--- config.mk ---
export PLATFORM = sky130hd
export DESIGN_NAME = dsb_startup_seq
export DESIGN_NICKNAME = d
export VERILOG_FILES = /design/src/verilog/dsb_pkg.sv /design/src/verilog/dsb_mem_if.sv /design/src/verilog/dsb_param_store.sv /design/src/verilog/dsb_startup_seq.sv
export VERILOG_INCLUDE_DIRS = /design/src /design/src/verilog
export SDC_FILE = /design/constraint.sdc
export NUM_CORES = 1
export LEC_CHECK = 0
export ABC_AREA = 1
export BUFFER_PORTS_ARGS = -buffer_cell sky130_fd_sc_hd__buf_2
export CAP_MARGIN = 20
export CORE_ASPECT_RATIO = 1.1
export CORE_MARGIN = 5
export CORE_UTILIZATION = 28
export DETAILED_ROUTE_END_ITERATION = 10
export PLACE_DENSITY = 0.53
export SYNTH_ARGS = -nofsm -noshare
export SYNTH_HDL_FRONTEND = slang
export SYNTH_SLANG_ARGS = --single-unit
--- constraint.sdc ---
create_clock -name core_clk_in -period 3.2 [get_ports core_clk_in]
set_input_delay 0.64 -clock core_clk_in [delete_from_list [all_inputs] [get_ports core_clk_in]]
set_output_delay 0.64 -clock core_clk_in [all_outputs]
set_load 0.02 [all_outputs]
--- src/verilog/dsb_cfg.svh ---
// Constants of the start-up sequencer and bus protection block
`ifndef DSB_CFG_SVH
`define DSB_CFG_SVH

// -------------------------------------------------------------------------
// Widths
// -------------------------------------------------------------------------
`define DSB_WORD_W        16
`define DSB_INDEX_W       10
`define DSB_SLOT_W        4
`define DSB_SLOTS         10

// -------------------------------------------------------------------------
// Parameter indices
// -------------------------------------------------------------------------
`define DSB_IDX_SEQ_CTRL  10'h014
`define DSB_IDX_PD_CFG    10'h015
`define DSB_IDX_OV_LIM    10'h0e4
`define DSB_IDX_UV_LIM    10'h0e5
`define DSB_IDX_SH_THR    10'h0e6
`define DSB_IDX_SH_CFG    10'h0e7
`define DSB_IDX_EXT_RES   10'h0e8
`define DSB_IDX_EXT_PWR   10'h0e9
`define DSB_IDX_EXT_IND   10'h0ea
`define DSB_IDX_ME_START  10'h342

// -------------------------------------------------------------------------
// Storage slots
// -------------------------------------------------------------------------
`define DSB_SLOT_SEQ_CTRL 4'h0
`define DSB_SLOT_PD_CFG   4'h1
`define DSB_SLOT_OV_LIM   4'h2
`define DSB_SLOT_UV_LIM   4'h3
`define DSB_SLOT_SH_THR   4'h4
`define DSB_SLOT_SH_CFG   4'h5
`define DSB_SLOT_EXT_RES  4'h6
`define DSB_SLOT_EXT_PWR  4'h7
`define DSB_SLOT_EXT_IND  4'h8
`define DSB_SLOT_ME_START 4'h9

// -------------------------------------------------------------------------
// Field positions
// -------------------------------------------------------------------------
`define DSB_SEQ_BRIDGE_OFF 0
`define DSB_SEQ_LOAD_CFG   1
`define DSB_SEQ_PHASE      2
`define DSB_SEQ_SET_POS    3
`define DSB_SEQ_ENGINE_EN  4
`define DSB_ME_MODE_LO     0
`define DSB_ME_MODE_HI     2
`define DSB_ME_TRIG_LO     3
`define DSB_ME_TRIG_HI     4
`define DSB_ME_INDEX_LO    5
`define DSB_ME_INDEX_HI    8
`define DSB_ME_AUTO_LO     9
`define DSB_ME_AUTO_HI     15

// -------------------------------------------------------------------------
// Field values and reset values
// -------------------------------------------------------------------------
`define DSB_PD_IMMEDIATE  16'h0000
`define DSB_PD_DEFERRED   16'h0001
`define DSB_MODE_INDEXER  3'h0
`define DSB_AUTO_START    7'h01
`define DSB_SHUNT_ON      16'h0000
`define DSB_SHUNT_OFF     16'h0002
`define DSB_RESET_WORD    16'h0000

`endif

--- src/verilog/dsb_pkg.sv ---
// Types shared by the start-up sequencer and its parameter store
`include "dsb_cfg.svh"

package dsb_pkg;
  typedef logic [`DSB_WORD_W-1:0]  dsb_word_t;
  typedef logic [`DSB_INDEX_W-1:0] dsb_index_t;
  typedef logic [`DSB_SLOT_W-1:0]  dsb_slot_t;

  typedef enum logic [3:0] {
    ST_FETCH_CTRL,
    ST_FETCH_PD,
    ST_FETCH_ME,
    ST_CAPTURE_ME,
    ST_BRIDGE,
    ST_LOAD,
    ST_PHASE,
    ST_SET_POS,
    ST_ENGINE,
    ST_RUN,
    ST_LATE_PHASE
  } dsb_state_e;
endpackage

--- src/verilog/dsb_mem_if.sv ---
// Port of the parameter store as seen by the sequencer
`timescale 1ns/1ns

interface dsb_mem_if;
  import dsb_pkg::*;
  logic      wr_en;
  logic      rd_en;
  dsb_slot_t slot;
  dsb_word_t wdata;
  dsb_word_t rdata;

  modport ctrl (output wr_en, output rd_en, output slot, output wdata,
                input rdata);
  modport store (input wr_en, input rd_en, input slot, input wdata,
                 output rdata);
endinterface

--- src/verilog/dsb_param_store.sv ---
// Retained parameter words with a registered read port
`timescale 1ns/1ns

module dsb_param_store (
  input  wire logic core_clk_in,
  input  wire logic reset_n_in,
  dsb_mem_if.store  mem
);
  import dsb_pkg::*;

  dsb_word_t words_reg [`DSB_SLOTS];

  // -----------------------------------------------------------------------
  // Storage
  // -----------------------------------------------------------------------
  // No reset on the words: they model non-volatile storage that survives
  // a reset, so the start-up sequence sees what the host stored before.
  always_ff @(posedge core_clk_in) begin
    if (mem.wr_en) begin
      words_reg[mem.slot] <= mem.wdata;
    end
  end

  always_ff @(posedge core_clk_in) begin
    if (!reset_n_in) begin
      mem.rdata <= `DSB_RESET_WORD;
    end else if (mem.rd_en) begin
      mem.rdata <= words_reg[mem.slot];
    end
  end
endmodule

--- src/verilog/dsb_startup_seq.sv ---
// Power-up sequencer, bus voltage protection and shunt control
//
// Overview of operation
// - Power-up reads control word bits 0..3 as steps
// - Bit 4 enables motion engine after sequence
// - Phase detect now, or at first bridge enable
// - Engine mode bits 0..2, zero is indexer
// - Trigger bits 3..4: inputs or network
// - Bits 5..8 give index loaded at power-up
// - Bits 9..15 equal one: automatic motion start
// - Shunt on when bus reaches enable threshold
// - Shunt config 00 enables, 02 disables
`timescale 1ns/1ns

module dsb_startup_seq (
  input  wire logic             core_clk_in,
  input  wire logic             reset_n_in,
  input  wire logic             param_wr_in,
  input  wire logic             param_rd_in,
  input  wire dsb_pkg::dsb_index_t param_index_in,
  input  wire dsb_pkg::dsb_word_t  param_wdata_in,
  output logic                  param_busy_out,
  output logic                  param_ack_out,
  output logic                  param_err_out,
  output dsb_pkg::dsb_word_t    param_rdata_out,
  output logic                  seq_done_out,
  output logic                  bridge_disable_out,
  input  wire logic             bridge_enable_in,
  output logic                  load_cfg_req_out,
  input  wire logic             load_cfg_done_in,
  output logic                  phase_req_out,
  input  wire logic             phase_done_in,
  output logic                  set_pos_req_out,
  input  wire logic             set_pos_done_in,
  output logic                  engine_enable_out,
  output logic [2:0]            engine_mode_out,
  output logic [1:0]            engine_trigger_out,
  output logic [3:0]            engine_index_out,
  output logic                  engine_start_out,
  input  wire logic             control_cycle_in,
  input  wire dsb_pkg::dsb_word_t  bus_voltage_unit_in,
  output logic                  over_voltage_out,
  output logic                  under_voltage_out,
  output logic                  protection_event_out,
  output logic                  shunt_on_out
);
  import dsb_pkg::*;

  dsb_mem_if mem ();

  dsb_state_e state_reg;
  dsb_word_t  seq_ctrl_reg;
  dsb_word_t  pd_cfg_reg;
  dsb_word_t  me_start_reg;
  dsb_word_t  ov_lim_reg;
  dsb_word_t  uv_lim_reg;
  dsb_word_t  sh_thr_reg;
  dsb_word_t  sh_cfg_reg;
  logic       late_phase_reg;
  logic       bridge_en_prev_reg;
  logic       host_err_reg;
  logic       host_ok;
  logic       host_req;
  dsb_slot_t  host_slot;
  logic       ov_next;
  logic       uv_next;

  dsb_param_store store_u (
    .core_clk_in (core_clk_in),
    .reset_n_in  (reset_n_in),
    .mem         (mem.store)
  );

  // -----------------------------------------------------------------------
  // Parameter access
  // -----------------------------------------------------------------------
  function automatic logic index_valid(input dsb_index_t idx);
    case (idx)
      `DSB_IDX_SEQ_CTRL, `DSB_IDX_PD_CFG, `DSB_IDX_OV_LIM,
      `DSB_IDX_UV_LIM, `DSB_IDX_SH_THR, `DSB_IDX_SH_CFG,
      `DSB_IDX_EXT_RES, `DSB_IDX_EXT_PWR, `DSB_IDX_EXT_IND,
      `DSB_IDX_ME_START: index_valid = 1'b1;
      default:           index_valid = 1'b0;
    endcase
  endfunction

  function automatic dsb_slot_t index_slot(input dsb_index_t idx);
    case (idx)
      `DSB_IDX_PD_CFG:   index_slot = `DSB_SLOT_PD_CFG;
      `DSB_IDX_OV_LIM:   index_slot = `DSB_SLOT_OV_LIM;
      `DSB_IDX_UV_LIM:   index_slot = `DSB_SLOT_UV_LIM;
      `DSB_IDX_SH_THR:   index_slot = `DSB_SLOT_SH_THR;
      `DSB_IDX_SH_CFG:   index_slot = `DSB_SLOT_SH_CFG;
      `DSB_IDX_EXT_RES:  index_slot = `DSB_SLOT_EXT_RES;
      `DSB_IDX_EXT_PWR:  index_slot = `DSB_SLOT_EXT_PWR;
      `DSB_IDX_EXT_IND:  index_slot = `DSB_SLOT_EXT_IND;
      `DSB_IDX_ME_START: index_slot = `DSB_SLOT_ME_START;
      default:           index_slot = `DSB_SLOT_SEQ_CTRL;
    endcase
  endfunction

  // Store is single-ported; host waits while the sequence fetches
  assign param_busy_out = (state_reg == ST_FETCH_CTRL) ||
                          (state_reg == ST_FETCH_PD) ||
                          (state_reg == ST_FETCH_ME);
  assign host_req  = (param_wr_in || param_rd_in) && !param_busy_out;
  assign host_ok   = host_req && index_valid(param_index_in);
  assign host_slot = index_slot(param_index_in);

  // Shunt resistor words live only in the store and read back
  always_comb begin
    mem.wr_en = host_ok && param_wr_in;
    mem.rd_en = 1'b0;
    mem.slot  = host_slot;
    mem.wdata = param_wdata_in;
    case (state_reg)
      ST_FETCH_CTRL: begin
        mem.rd_en = 1'b1;
        mem.slot  = `DSB_SLOT_SEQ_CTRL;
      end
      ST_FETCH_PD: begin
        mem.rd_en = 1'b1;
        mem.slot  = `DSB_SLOT_PD_CFG;
      end
      ST_FETCH_ME: begin
        mem.rd_en = 1'b1;
        mem.slot  = `DSB_SLOT_ME_START;
      end
      default: mem.rd_en = host_ok && param_rd_in && !param_wr_in;
    endcase
  end

  always_ff @(posedge core_clk_in) begin
    if (!reset_n_in) begin
      param_ack_out <= 1'b0;
      host_err_reg  <= 1'b0;
    end else begin
      param_ack_out <= host_req;
      host_err_reg  <= host_req && !index_valid(param_index_in);
    end
  end

  assign param_err_out   = param_ack_out && host_err_reg;
  assign param_rdata_out = host_err_reg ? `DSB_RESET_WORD : mem.rdata;

  // Live copies of the words the protection logic compares on each control cycle
  always_ff @(posedge core_clk_in) begin
    if (!reset_n_in) begin
      ov_lim_reg <= `DSB_RESET_WORD;
      uv_lim_reg <= `DSB_RESET_WORD;
      sh_thr_reg <= `DSB_RESET_WORD;
      sh_cfg_reg <= `DSB_SHUNT_OFF;
    end else if (mem.wr_en) begin
      case (host_slot)
        `DSB_SLOT_OV_LIM: ov_lim_reg <= param_wdata_in;
        `DSB_SLOT_UV_LIM: uv_lim_reg <= param_wdata_in;
        `DSB_SLOT_SH_THR: sh_thr_reg <= param_wdata_in;
        `DSB_SLOT_SH_CFG: sh_cfg_reg <= param_wdata_in;
        default: ;
      endcase
    end
  end

  // -----------------------------------------------------------------------
  // Power-up sequence
  // -----------------------------------------------------------------------
  always_ff @(posedge core_clk_in) begin
    if (!reset_n_in) begin
      state_reg      <= ST_FETCH_CTRL;
      seq_ctrl_reg   <= `DSB_RESET_WORD;
      pd_cfg_reg     <= `DSB_RESET_WORD;
      me_start_reg   <= `DSB_RESET_WORD;
      late_phase_reg <= 1'b0;
    end else begin
      case (state_reg)
        ST_FETCH_CTRL: state_reg <= ST_FETCH_PD;
        ST_FETCH_PD: begin
          seq_ctrl_reg <= mem.rdata;
          state_reg    <= ST_FETCH_ME;
        end
        ST_FETCH_ME: begin
          pd_cfg_reg <= mem.rdata;
          state_reg  <= ST_CAPTURE_ME;
        end
        ST_CAPTURE_ME: begin
          me_start_reg <= mem.rdata;
          state_reg    <= ST_BRIDGE;
        end
        ST_BRIDGE: state_reg <= ST_LOAD;
        ST_LOAD: begin
          if (!seq_ctrl_reg[`DSB_SEQ_LOAD_CFG] || load_cfg_done_in) begin
            state_reg <= ST_PHASE;
          end
        end
        ST_PHASE: begin
          if (!seq_ctrl_reg[`DSB_SEQ_PHASE]) begin
            state_reg <= ST_SET_POS;
          end else if (pd_cfg_reg == `DSB_PD_DEFERRED) begin
            late_phase_reg <= 1'b1;
            state_reg      <= ST_SET_POS;
          end else if (phase_done_in) begin
            state_reg <= ST_SET_POS;
          end
        end
        ST_SET_POS: begin
          if (!seq_ctrl_reg[`DSB_SEQ_SET_POS] || set_pos_done_in) begin
            state_reg <= ST_ENGINE;
          end
        end
        ST_ENGINE: state_reg <= ST_RUN;
        ST_RUN: begin
          if (late_phase_reg && bridge_enable_in && !bridge_en_prev_reg) begin
            state_reg <= ST_LATE_PHASE;
          end
        end
        ST_LATE_PHASE: begin
          if (phase_done_in) begin
            late_phase_reg <= 1'b0;
            state_reg      <= ST_RUN;
          end
        end
        default: state_reg <= ST_FETCH_CTRL;
      endcase
    end
  end

  always_ff @(posedge core_clk_in) begin
    if (!reset_n_in) begin
      bridge_en_prev_reg <= 1'b0;
    end else begin
      bridge_en_prev_reg <= bridge_enable_in;
    end
  end

  // Immediate phase detect only when configured for it
  assign phase_req_out = (state_reg == ST_LATE_PHASE) ||
                         ((state_reg == ST_PHASE) &&
                          seq_ctrl_reg[`DSB_SEQ_PHASE] &&
                          (pd_cfg_reg != `DSB_PD_DEFERRED));
  assign load_cfg_req_out = (state_reg == ST_LOAD) &&
                            seq_ctrl_reg[`DSB_SEQ_LOAD_CFG];
  assign set_pos_req_out  = (state_reg == ST_SET_POS) &&
                            seq_ctrl_reg[`DSB_SEQ_SET_POS];

  always_ff @(posedge core_clk_in) begin
    if (!reset_n_in) begin
      bridge_disable_out <= 1'b0;
    end else if (state_reg == ST_BRIDGE &&
                 seq_ctrl_reg[`DSB_SEQ_BRIDGE_OFF]) begin
      bridge_disable_out <= 1'b1;
    end else if (bridge_enable_in) begin
      bridge_disable_out <= 1'b0;
    end
  end

  // -----------------------------------------------------------------------
  // Motion engine start-up
  // -----------------------------------------------------------------------
  // A reserved mode never enables the engine, so no unknown mode runs
  always_ff @(posedge core_clk_in) begin
    if (!reset_n_in) begin
      seq_done_out       <= 1'b0;
      engine_enable_out  <= 1'b0;
      engine_mode_out    <= `DSB_MODE_INDEXER;
      engine_trigger_out <= 2'h0;
      engine_index_out   <= 4'h0;
      engine_start_out   <= 1'b0;
    end else begin
      engine_start_out <= 1'b0;
      if (state_reg == ST_ENGINE) begin
        seq_done_out       <= 1'b1;
        engine_mode_out    <= me_start_reg[`DSB_ME_MODE_HI:`DSB_ME_MODE_LO];
        engine_trigger_out <= me_start_reg[`DSB_ME_TRIG_HI:`DSB_ME_TRIG_LO];
        engine_index_out   <= me_start_reg[`DSB_ME_INDEX_HI:`DSB_ME_INDEX_LO];
        engine_enable_out  <= seq_ctrl_reg[`DSB_SEQ_ENGINE_EN] &&
            (me_start_reg[`DSB_ME_MODE_HI:`DSB_ME_MODE_LO] ==
             `DSB_MODE_INDEXER);
        engine_start_out   <= seq_ctrl_reg[`DSB_SEQ_ENGINE_EN] &&
            (me_start_reg[`DSB_ME_MODE_HI:`DSB_ME_MODE_LO] ==
             `DSB_MODE_INDEXER) &&
            (me_start_reg[`DSB_ME_AUTO_HI:`DSB_ME_AUTO_LO] ==
             `DSB_AUTO_START);
      end
    end
  end

  // -----------------------------------------------------------------------
  // Bus voltage protection and shunt
  // -----------------------------------------------------------------------
  // Limits are signed; host keeps them inside the hardware window
  assign ov_next = $signed(bus_voltage_unit_in) > $signed(ov_lim_reg);
  assign uv_next = $signed(bus_voltage_unit_in) < $signed(uv_lim_reg);

  always_ff @(posedge core_clk_in) begin
    if (!reset_n_in) begin
      over_voltage_out     <= 1'b0;
      under_voltage_out    <= 1'b0;
      protection_event_out <= 1'b0;
      shunt_on_out         <= 1'b0;
    end else begin
      protection_event_out <= 1'b0;
      if (control_cycle_in) begin
        over_voltage_out     <= ov_next;
        under_voltage_out    <= uv_next;
        protection_event_out <= (ov_next && !over_voltage_out) ||
                                (uv_next && !under_voltage_out);
        shunt_on_out <= (sh_cfg_reg == `DSB_SHUNT_ON) &&
            ($signed(bus_voltage_unit_in) >= $signed(sh_thr_reg));
      end
    end
  end
endmodule

==> results of run 1 <==
power by group through the flow:
stage / sequential (mW) / clock [mW] / combinational (mW)
2_1_floorplan: 4.27 / 0 / 0.602
3_3_place_gp: 4.28 / 0 / 0.965
3_5_place_dp: 4.28 / 0 / 0.974
4_1_cts: 4.20 / 4.22 / 0.979
5_1_grt: 4.21 / 4.37 / 1.09
6_report: 4.20 / 4.10 / 0.960
area by class of cell:
class	count	area (µm²)	share of cell area (%)
repair buffers	122	756	4.66
well taps	652	816	5.03
flip-flops and latches	302	7650	47.1
clock inverters	16	201	1.24
inverters	244	917	5.65
diodes	1	2.50	0.0154
multi-input cells	940	4900	30.2
clock buffers	48	986	6.08
layer usage:
| metal | vias to the layer above | GRT usage [%] | wire [µm] |
|---|---|---|---|
| met4 | 0 | 4.98 | 1140 |
| li1 | 5319 | - | - |
| met1 | 4946 | 17.3 | 16400 |
| met3 | 67 | 2.58 | 1550 |
| met2 | 208 | 23.9 | 18400 |
| met5 | - | 0 | 0 |
worst min-delay path: stages:
cell and delay (ns):
buf_2 0.10, nand2_1 0.05, inv_1 0.04
cells by family (layout without fill, tap and decap cells):
group | Yosys count | count (layout)
AND/OR/NAND/NOR | 635 | 635
other | 0 | 1
flip-flops | 302 | 302
XOR/XNOR | 1 | 1
adder cells (fa/ha/maj) | 47 | 47
AO/OA/AOI/OAI | 257 | 257
buffers and inverters | 315 | 430
path summary, 6_finish.rpt:
path,from,end,slack [ns],cells after the start
setup / recovery,pd_cfg_reg[8],phase_req_out,0.65,5
hold / removal,bridge_enable_in,bridge_en_prev_reg,0.31,3
setup reg to reg,state_reg[3],store_u.words_reg[4][0],0.70,9
hold reg to reg,sh_thr_reg[6],sh_thr_reg[6],0.46,2
per-stage QoR:
step / cells / setup slack, ns / utilization, % / hold WS [ns] / power [mW]
6_report: 2325 / 0.652 / 33.2 / 0.313 / 9.27
5_1_grt: 2324 / 0.495 / 33.2 / 0.301 / 9.66
4_1_cts: 2324 / 0.591 / 33.2 / 0.278 / 9.40
3_5_place_dp: 2260 / 0.217 / 30.8 / 0.457 / 5.26
3_3_place_gp: 2260 / 0.264 / 30.8 / 0.454 / 5.25
2_1_floorplan: 1557 / 0.368 / - / 0.444 / 4.87
cells in the final DEF, fill, tap and decap left out, drive strengths merged:
cell type and instances:
inv 245, nand2 190, nand3 178, edfxtp 160
nor2 158, dfxtp 142, a21oi 136, buf 122
o21ai 113, or2 51, clkbuf 48, ha 47
nand3b 18, nor3 13, nor4 11, clkinv 10
nand4 9, bufinv 4, o211ai 2, nor4b 2
nor3b 2, and3 2, diode 1, o31ai 1
a22oi 1, o22ai 1, o221a 1, a31oi 1
a21o 1, xnor2 1, or4 1, clkinvlp 1
==> metrics, run 1 <==
Clock Power Share 44.3%; per-cell routed wire length 16.1 µm; switching share of power between 20% and 30%; RSZ-0062 raised after global routing false; die span in x 221 µm; clock sinks 302; post-DP HPWL 25400 µm; number of max-cap violations 0; pin count of the biggest net entering global routing 84; Flop pwr share 45.4%; WP data arrival 1.91 ns; post-synthesis mux area share 0%; ys async rst share 0%; Fin Clk Skew 0.0246 ns; Worst Tran Pin Value 0.782 ns; CP max stage delay 0.38 ns; first-pass GRT wire length 59400 µm; Port Buffers 89; drt pass-1 iters 4; worst hold path type in -> reg; FP Rows 85; startpoint types flip-flop; Compound-Gate Fraction of Synth Area roughly a tenth; total wire length 37500 µm; drt via density about 4.5; top cells by area, synth edfxtp_1 35%, dfxtp_1 21%, nand3_1 6.5%, inv_1 6.4%, nand2_1 5.0%; die area around 0.054 mm²; initial antenna violation count 1; Layout area overhead 17.9%; total CTS buffers 35; PwrDens 571 mW/mm²; Setup crit end kind output pin; Skew-Pair Late Insertion Delay ~0.54 ns; number of setup buffers added after CTS 0; Clock transition at path regs 0.06 ns; LEAKAGE 6.66 nW; Fill cells 4998; xor-xnor portion of the synthesized cell area 0.0636%; Setup Crit Path Kind reg -> out; Top delay family on crit path simple AND/OR/NAND/NOR gates; Synth Area in Simple Gates a little over a fifth; Yosys top cell by area edfxtp_1; Tmin final 2.55 ns; placed inst area ~0.015 mm²; Post-DRT Antenna Nets 0; Setup TNS 0 ns; Largest register FFs 160; CP bufs+invs 1; Total Routing Usage GR 13.8%; Initial Util approximately 28%; post-synthesis cell type count 45; VDD IR max 0.335 mV; top cell type's share of synthesized area 34.9%; required time of the critical path 2.56 ns; Slowest cell on crit path nor4_1; main combinational cell family by area after synthesis simple AND/OR/NAND/NOR gates; DRC violations left 0; post-cts resize count 0; critical-path cell list nor4_1 > nand4_1 > nand3_1 > nand2_1 > buf_2; initial DRC count 615; design area 0.0162 mm²; Seq cells post-synth 302; most common cell in the netlist inv_1; final slew viol count 0; vias in the first global route 10600; Seq/Total Area, Yosys 55.6%; status completed; most instantiated cells after synthesis 233 x inv_1, 184 x nand2_1, 178 x nand3_1, 160 x edfxtp_1, 155 x nor2_1; Die H 243 µm; Cells after Synth 1557; # IOs 90; relative slew slack between 40% and 50%; crit-path max FO 2; setup violators final 0; CTS Buffer Depth 3; Syn. warnings 0; number of synthesized flops with an enable pin 160; FMAX 392 MHz; TritonCTS clock tree done; switching power 2.34 mW; global route total overflow 0; layout cells sized above 1 13.0%; vias post-DR ~11000; Comb pwr share between 10% and 20%; adder-cell share of the synthesized area 4.27%; Netlist Area Pre-Place 0.0138 mm²; dominant synthesized flop cell edfxtp_1; nets 1743; Final Hold Vio Count 0; Internal around 6.9 mW; gpl congestion 0.789; CORE AREA approximately 0.05 mm²; Tcrit/Tclk final 79.6%; syn_nets approximately 1700; CTS root buf clkbuf_16; synthesized area per cell around 9 µm²; Hold Buf Count CTS 0; CTS H-tree lvls 2
(Power assumes the default switching activity.)
==> run 2, diff against run 1 <==
--- a/config.mk
+++ b/config.mk
@@ -6,7 +6,7 @@
 export SDC_FILE = /design/constraint.sdc
 export NUM_CORES = 1
 export LEC_CHECK = 0
-export ABC_AREA = 1
+export ABC_AREA = 0
 export BUFFER_PORTS_ARGS = -buffer_cell sky130_fd_sc_hd__buf_2
 export CAP_MARGIN = 20
 export CORE_ASPECT_RATIO = 1.1
==> constraint.sdc (replaced) <==
create_clock -name core_clk_in -period 2.6 [get_ports core_clk_in]
set_input_delay 0.52 -clock core_clk_in [delete_from_list [all_inputs] [get_ports core_clk_in]]
set_output_delay 0.52 -clock core_clk_in [all_outputs]
set_load 0.02 [all_outputs]
==> run 2 against run 1 <==
Global-route usage up 0.19 points. Via count decreased by 11%. Synthesized cell count shrank 24%. Area after synthesis fell by 6.2%. Core utilization grew 1.9 points. Worst setup slack got worse by 0.55 ns. First-iteration DRC count shrank 12%. Clock power grew 20%. Register-to-register slack got worse by 0.52 ns. Die area down 5.9%. Combinational power increased by 32%. Non-clock buffer count up 49.
==> metrics, run 2 <==
syn_nets 1275 (-23%); Die H 235 µm (-3.0%); LEAKAGE 5.84 nW (-12%); FP Rows 82 (-3.5%); DRC violations left 0 (unchanged); vias in the first global route 9391 (-12%); # IOs 90 (unchanged); pin count of the biggest net entering global routing 49 (-42%); routed wl met3 1690 µm (+9.3%); Comb pwr share 11.1% (+0.7 points); Worst Tran Pin Value 0.786 ns (+0.00338 ns); most instantiated cells after synthesis 172 x nand2_1, 160 x edfxtp_1, 142 x dfxtp_1, 89 x a21oi_1, 66 x nand3_1; required time of the critical path 2.08 ns (-0.48 ns); Largest register FFs 160 (unchanged); Flop pwr share 45.9% (+0.5 points); switching power 2.86 mW (+22%); post-synthesis cell type count 68 (+51%); Total Routing Usage GR 14.0% (+0.19 points); Internal 8.56 mW (+24%); synthesized area per cell 11.0 µm² (+24%); setup violators final 0 (unchanged); initial antenna violation count 0 (-1); crit-path max FO 3 (+1); Tcrit/Tclk final 96.1%; drt via density 4.87 (+7.4%); Synth Area in Simple Gates 14.6% (-6.9 points); Netlist Area Pre-Place 0.0129 mm² (-6.2%); Post-DRT Antenna Nets 0 (unchanged); top layer in use met4; first-pass GRT wire length 55700 µm (-6.3%); global route total overflow 0 (unchanged); Setup crit end kind output pin; Compound-Gate Fraction of Synth Area 13.9% (+4.3 points); hold path depth 3 (unchanged); met2 wire length 16800 µm (-9.1%); ys async rst share 0% (unchanged); Seq cells post-synth 302 (unchanged); number of max-cap violations 0 (unchanged); TritonCTS clock tree done; most frequent cells in the layout 171 x nand2_1, 160 x edfxtp_1, 142 x dfxtp_1; top cells by area, synth edfxtp_1 37%, dfxtp_1 22%, nand2_1 5.0%, ha_1 4.6%, a21oi_1 3.4%; Fill cells 4568 (-8.6%); die area 0.0505 mm² (-5.9%); Layout area overhead 23.8%; PwrDens 714 mW/mm² (+25%); relative slew slack 47.6% (-0.15 points); total CTS buffers 35 (unchanged); FMAX around 400 MHz; Seq/Total Area, Yosys 59.2% (+3.7 points); CTS Buffer Depth 3 (unchanged); VDD IR max 0.344 mV (+2.7%); drt pass-1 iters 5 (+1); Fin Clk Skew 0.0318 ns (+0.00726 ns); Final Hold Vio Count 0 (unchanged); CTS H-tree lvls 2 (unchanged); Initial Util 28.3% (+0.15 points); xor-xnor portion of the synthesized cell area 0.0678% (+0.0042 points); total wire length 36200 µm (-3.6%); top cell type's share of synthesized area 37.2% (+2.3 points); layout cells sized above 1 19.9% (+6.9 points); vias post-DR 9407 (-11%); Yosys top cell by area edfxtp_1; switching share of power 25.1% (-0.19 points); CTS root buf clkbuf_16; status completed; wl on met1 16800 µm (+2.9%); Clock Power Share 43.0% (-1.3 points); startpoint types flip-flop; Hold Slack 0.255 ns (-0.0573 ns); WP data arrival 1.98 ns (+0.07 ns); Cells after Synth 1177 (-24%); Tmin final roughly 2.5 ns; nets 1415 (-19%); Clock transition at path regs 0.06 ns (about the same); placed insts 1867 (-17%); final std cells w/o fill 1932 (-17%); CORE AREA 0.0456 mm² (-6.7%); adder-cell share of the synthesized area 4.55% (+0.28 points); gpl congestion 0.790 (+0.11%); Antenna diodes 0 (-1); initial DRC count 544 (-12%); post-DP HPWL 25200 µm (-1.1%); Setup Crit Path Kind reg -> out; Port Buffers 89 (unchanged); die span in x 215 µm (-3.0%); worst hold path type in -> reg; most common cell in the netlist nand2_1; commonest non-fill, non-tap cell in the layout nand2_1; final slew viol count 0 (unchanged); r2r worst-path depth 7 (-2); per-cell routed wire length 18.7 µm (+16%); post-synthesis mux area share 3.55% (+3.5 points); main combinational cell family by area after synthesis simple AND/OR/NAND/NOR gates; RSZ-0062 raised after global routing false; Syn. warnings 0 (unchanged); number of synthesized flops with an enable pin 160 (unchanged); clock sinks 302 (unchanged); Skew-Pair Late Insertion Delay 0.55 ns (about the same); dominant synthesized flop cell edfxtp_1
run 2: cell count changes after synthesis, moves of 39 or more:
cell / before / now
inv_1: 233 / 55
nand3_1: 178 / 66
nor2_1: 155 / 46
o21ai_0: 104 / 34
a21oi_1: 134 / 89
or2_0: 42 / 0
o31ai_1: 1 / 41
mux2i_1: 0 / 39
run 2: power by group through the flow:
stage | combinational, mW | clock, mW | sequential (mW)
2_1_floorplan | 0.735 | 0 | 5.28
3_3_place_gp | 1.26 | 0 | 5.35
3_5_place_dp | 1.27 | 0 | 5.34
4_1_cts | 1.28 | 5.05 | 5.24
5_1_grt | 1.38 | 5.25 | 5.25
6_report | 1.27 | 4.91 | 5.24
run 2: final timing paths:
| check | startpoint | end | slack [ns] |
|---|---|---|---|
| worst max-delay path | pd_cfg_reg[2] | phase_req_out | 0.10 |
| worst min-delay path | bridge_enable_in | bridge_en_prev_reg | 0.26 |
| worst max register to register | state_reg[1] | store_u.words_reg[8][11] | 0.18 |
| worst min register to register | me_start_reg[6] | engine_index_out[1] | 0.45 |
run 2: area by class of cell:
type	instances	area [µm²]	area share [%]
sequential	302	7650	47.8
multi-input combinational	751	4860	30.4
inverter	56	215	1.35
clock inverter	12	129	0.806
tap	588	736	4.60
timing repair buffer	171	1380	8.62
clock buffer	52	1020	6.40
run 2: logic make-up (layout without fill, tap and decap cells):
| logic type | after synthesis | after routing |
|---|---|---|
| xor+xnor | 1 | 1 |
| flops | 302 | 302 |
| fa+ha+maj | 47 | 47 |
| simple gates | 393 | 393 |
| mux | 45 | 45 |
| compound gates | 265 | 265 |
| buf+inv | 124 | 291 |
run 2: layer usage:
layer,up-vias,track usage [%]
met1,4531,19.0
met4,0,4.63
met3,51,2.38
met5,-,0
li1,4593,-
met2,232,22.9
run 2: what timing repair did:
item                       4_1_cts  5_1_grt
setup endpoints to repair        1       13
hold buffers                     0        0
cloned                           0        0
buffers inserted                 0        1
gates resized for setup          1        7
pin swaps                        0        1
run 2: critical path, stage by stage, from the launching register on:
cell and delay (ns):
dfxtp_1 0.32, nor4_2 0.30, nand4_1 0.28, a31oi_4 0.28, nor2_1 0.09, buf_2 0.18
run 2: through the flow:
step	area, µm²	setup TNS [ns]	setup WS [ns]	total power, mW	util, %
2_1_floorplan	13000	-12.66	-0.160	6.01	-
3_3_place_gp	14800	-43.72	-0.383	6.60	32.4
3_5_place_dp	14800	-53.32	-0.392	6.62	32.4
4_1_cts	15900	0	0.00896	11.6	35.0
5_1_grt	16000	0	0.0184	11.9	35.1
6_report	16000	0	0.101	11.4	35.1
==> run 3, diff against run 2 <==
--- a/config.mk
+++ b/config.mk
@@ -9,8 +9,7 @@
 export ABC_AREA = 0
 export BUFFER_PORTS_ARGS = -buffer_cell sky130_fd_sc_hd__buf_2
 export CAP_MARGIN = 20
-export CORE_ASPECT_RATIO = 1.1
-export CORE_MARGIN = 5
+export CORE_ASPECT_RATIO = 1.5
 export CORE_UTILIZATION = 28
 export DETAILED_ROUTE_END_ITERATION = 10
 export PLACE_DENSITY = 0.53
==> run 3 against run 2 <==
Non-clock buffer count grew 11. First-iteration DRC count grew 19%. Critical path depth is the same. Combinational power is essentially flat. Clock power is essentially flat. Count of clock-buffer cells in the layout shrank 2. Critical path type unchanged.
==> metrics, run 3 (synthesized netlist as in run 2, its figures left out) <==
gpl congestion 0.812 (+2.8%); FMAX 401 MHz (+0.15%); Flop pwr share 45.6% (-0.3 points); Setup crit end kind output pin; DRC violations left 0 (unchanged); hold path depth 3 (unchanged); nets 1425 (+0.71%); Skew-Pair Late Insertion Delay 0.53 ns (-0.02 ns); Fill cells 4565 (-0.066%); r2r worst-path depth 9 (+2); crit-path max FO 3 (unchanged); Setup Crit Path Kind reg -> out; Total Routing Usage GR 14.6% (+0.57 points); switching share of power 25.0% (-0.084 points); status completed; post-DP HPWL 24500 µm (-2.4%); switching power 2.86 mW (about the same); die area 0.0470 mm² (-7.0%); PwrDens 714 mW/mm² (about the same); RSZ-0062 raised after global routing false; r2r startpoint state_reg[2]; Top delay family on crit path simple AND/OR/NAND/NOR gates; Initial Util 28.3% (-0.056 points); Tmin final 2.50 ns (-0.00377 ns); CTS root buf clkbuf_16; commonest non-fill, non-tap cell in the layout nand2_1; number of max-cap violations 0 (unchanged); worst hold path type in -> reg; clock sinks 302 (unchanged); CTS Buffer Depth 3 (unchanged); FP Rows 96 (+17%); Fin Clk Skew 0.0146 ns (-0.0172 ns); final slew viol count 0 (unchanged); Final Hold Vio Count 0 (unchanged); Internal 8.60 mW (+0.45%); per-cell routed wire length 17.7 µm (-5.5%); CP max stage delay 0.34 ns (+0.02 ns); CTS H-tree lvls 2 (unchanged); relative slew slack 54.5% (+6.9 points); Worst Tran Pin Value 0.681 ns (-0.105 ns); VDD IR max 0.465 mV (+35%); # IOs 90 (unchanged); Finished Core Util 35.2% (+0.062 points); Clock Power Share 43.1% (about the same); vias post-DR 9339 (-0.72%); global route total overflow 0 (unchanged); total CTS buffers 34 (-2.9%); Hold Buf Count CTS 0 (unchanged); LEAKAGE 5.89 nW (+0.80%); Largest register FFs 160 (unchanged); Die H 265 µm (+13%); drt pass-1 iters 5 (unchanged); setup violators final 0 (unchanged); flop2flop setup slack 0.21 ns (+0.03 ns); CP bufs+invs 1 (unchanged); WP data arrival 1.98 ns (about the same); TritonCTS clock tree done; startpoint types flip-flop; most frequent cells in the layout 171 x nand2_1, 160 x edfxtp_1, 142 x dfxtp_1; Clock transition at path regs 0.06 ns (about the same); initial DRC count 647 (+19%); placed inst area 0.0148 mm² (+0.37%); Setup TNS 0 ns (unchanged); Post-DRT Antenna Nets 0 (unchanged); initial antenna violation count 0 (unchanged); HP Start bridge_enable_in; drt via density 4.81 (-1.2%); area of the multi-input gates 0.00484 mm² (-0.39%); Port Buffers 89 (unchanged); total wire length 34300 µm (-5.1%); Tcrit/Tclk final 96.0% (-0.14 points); pin count of the biggest net entering global routing 48 (-2.0%); critical-path cell list nor4_1 > nand4_1 > a31oi_2 > nor2_1 > buf_2; Hold EP bridge_en_prev_reg; Layout area overhead 24.3%; required time of the critical path 2.08 ns (about the same); first-pass GRT wire length 52400 µm (-6.0%); Reg-to-Reg End store_u.mem.rdata[3]; register area 0.00765 mm² (unchanged); vias in the first global route 9231 (-1.7%); design area 0.0160 mm² (+0.38%); Comb pwr share 11.3% (+0.2 points); Slowest cell on crit path nor4_1; Antenna diodes 0 (unchanged); CORE AREA 0.0456 mm² (+0.20%); layout cells sized above 1 20.3% (+0.39 points); die span in x 177 µm (-17%)
run 3: cell count changes in the layout (fill, tap and decap cells not counted), moves of 2 or more:
cell,previous run,this run
nor4_1,8,11
nor4_2,3,0
clkbuf_16,38,36
buf_4,56,68
clkbuf_4,0,2
a21oi_4,0,2
a21oi_2,2,0
clkinv_2,6,2
clkbuf_1,12,10
run 3: what timing repair did:
item / in CTS / in global routing
pin swaps: 1 / 2
endpoints found under the setup margin: 32 / 34
buffers inserted: 0 / 3
gates resized for setup: 1 / 3
cloned: 0 / 0
run 3: area by class of cell:
cell class | count | area share [%]
inverter | 56 | 1.34
sequential | 302 | 47.7
clock buffer | 50 | 6.11
timing repair buffer | 182 | 9.08
multi-input combinational | 751 | 30.2
clock inverter | 12 | 1.07
tap | 588 | 4.58
run 3: power groups by stage:
stage | sequential [mW] | clock [mW] | combinational (mW)
after detailed placement | 5.33 | 0 | 1.30
final | 5.23 | 4.94 | 1.29
after CTS | 5.23 | 5.05 | 1.31
after global routing | 5.24 | 5.23 | 1.41
after floorplan | 5.28 | 0 | 0.735
after global placement | 5.33 | 0 | 1.29
run 3: worst reg2reg max path: stages, from the launching register on:
cell and delay, ns:
dfxtp_1 0.44, a211o_1 0.17, nand3_1 0.08, or2_2 0.35, buf_4 0.23, and3_1 0.26, buf_12 0.17, nand2_1 0.09
o2111ai_1 0.18, a221o_1 0.32
run 3: stage by stage:
| step | hold slack, ns | instances | power [mW] | setup slack, ns |
|---|---|---|---|---|
| final | 0.256 | 1941 | 11.5 | 0.104 |
| after global routing | 0.245 | 1941 | 11.9 | 0.0000182 |
| after CTS | 0.229 | 1938 | 11.6 | 0.00302 |
| after detailed placement | 0.446 | 1876 | 6.63 | -0.574 |
| after global placement | 0.441 | 1876 | 6.62 | -0.584 |
| after floorplan | 0.432 | 1177 | 6.01 | -0.160 |
run 3: how the worst max path moves through the flow:
| stage | depth (start not counted) | endpoint | slack (ns) | from |
|---|---|---|---|---|
| 2_1_floorplan | 7 | store_u.words_reg[1][0] | -0.16 | param_index_in[0] |
| 3_3_place_gp | 10 | ov_lim_reg[14] | -0.58 | param_index_in[8] |
| 3_5_place_dp | 10 | ov_lim_reg[14] | -0.57 | param_index_in[2] |
| 4_1_cts | 5 | phase_req_out | 0.003 | pd_cfg_reg[7] |
| 5_1_grt | 5 | phase_req_out | 0.00002 | pd_cfg_reg[10] |
| 6_report | 5 | phase_req_out | 0.10 | pd_cfg_reg[7] |
run 3: routing by layer:
metal	global-route usage [%]	wire, µm	up-vias
met1	17.6	14600	4482
met5	0	0	-
met4	4.27	717	0
met2	26.6	17700	201
li1	-	-	4612
met3	1.92	1320	44
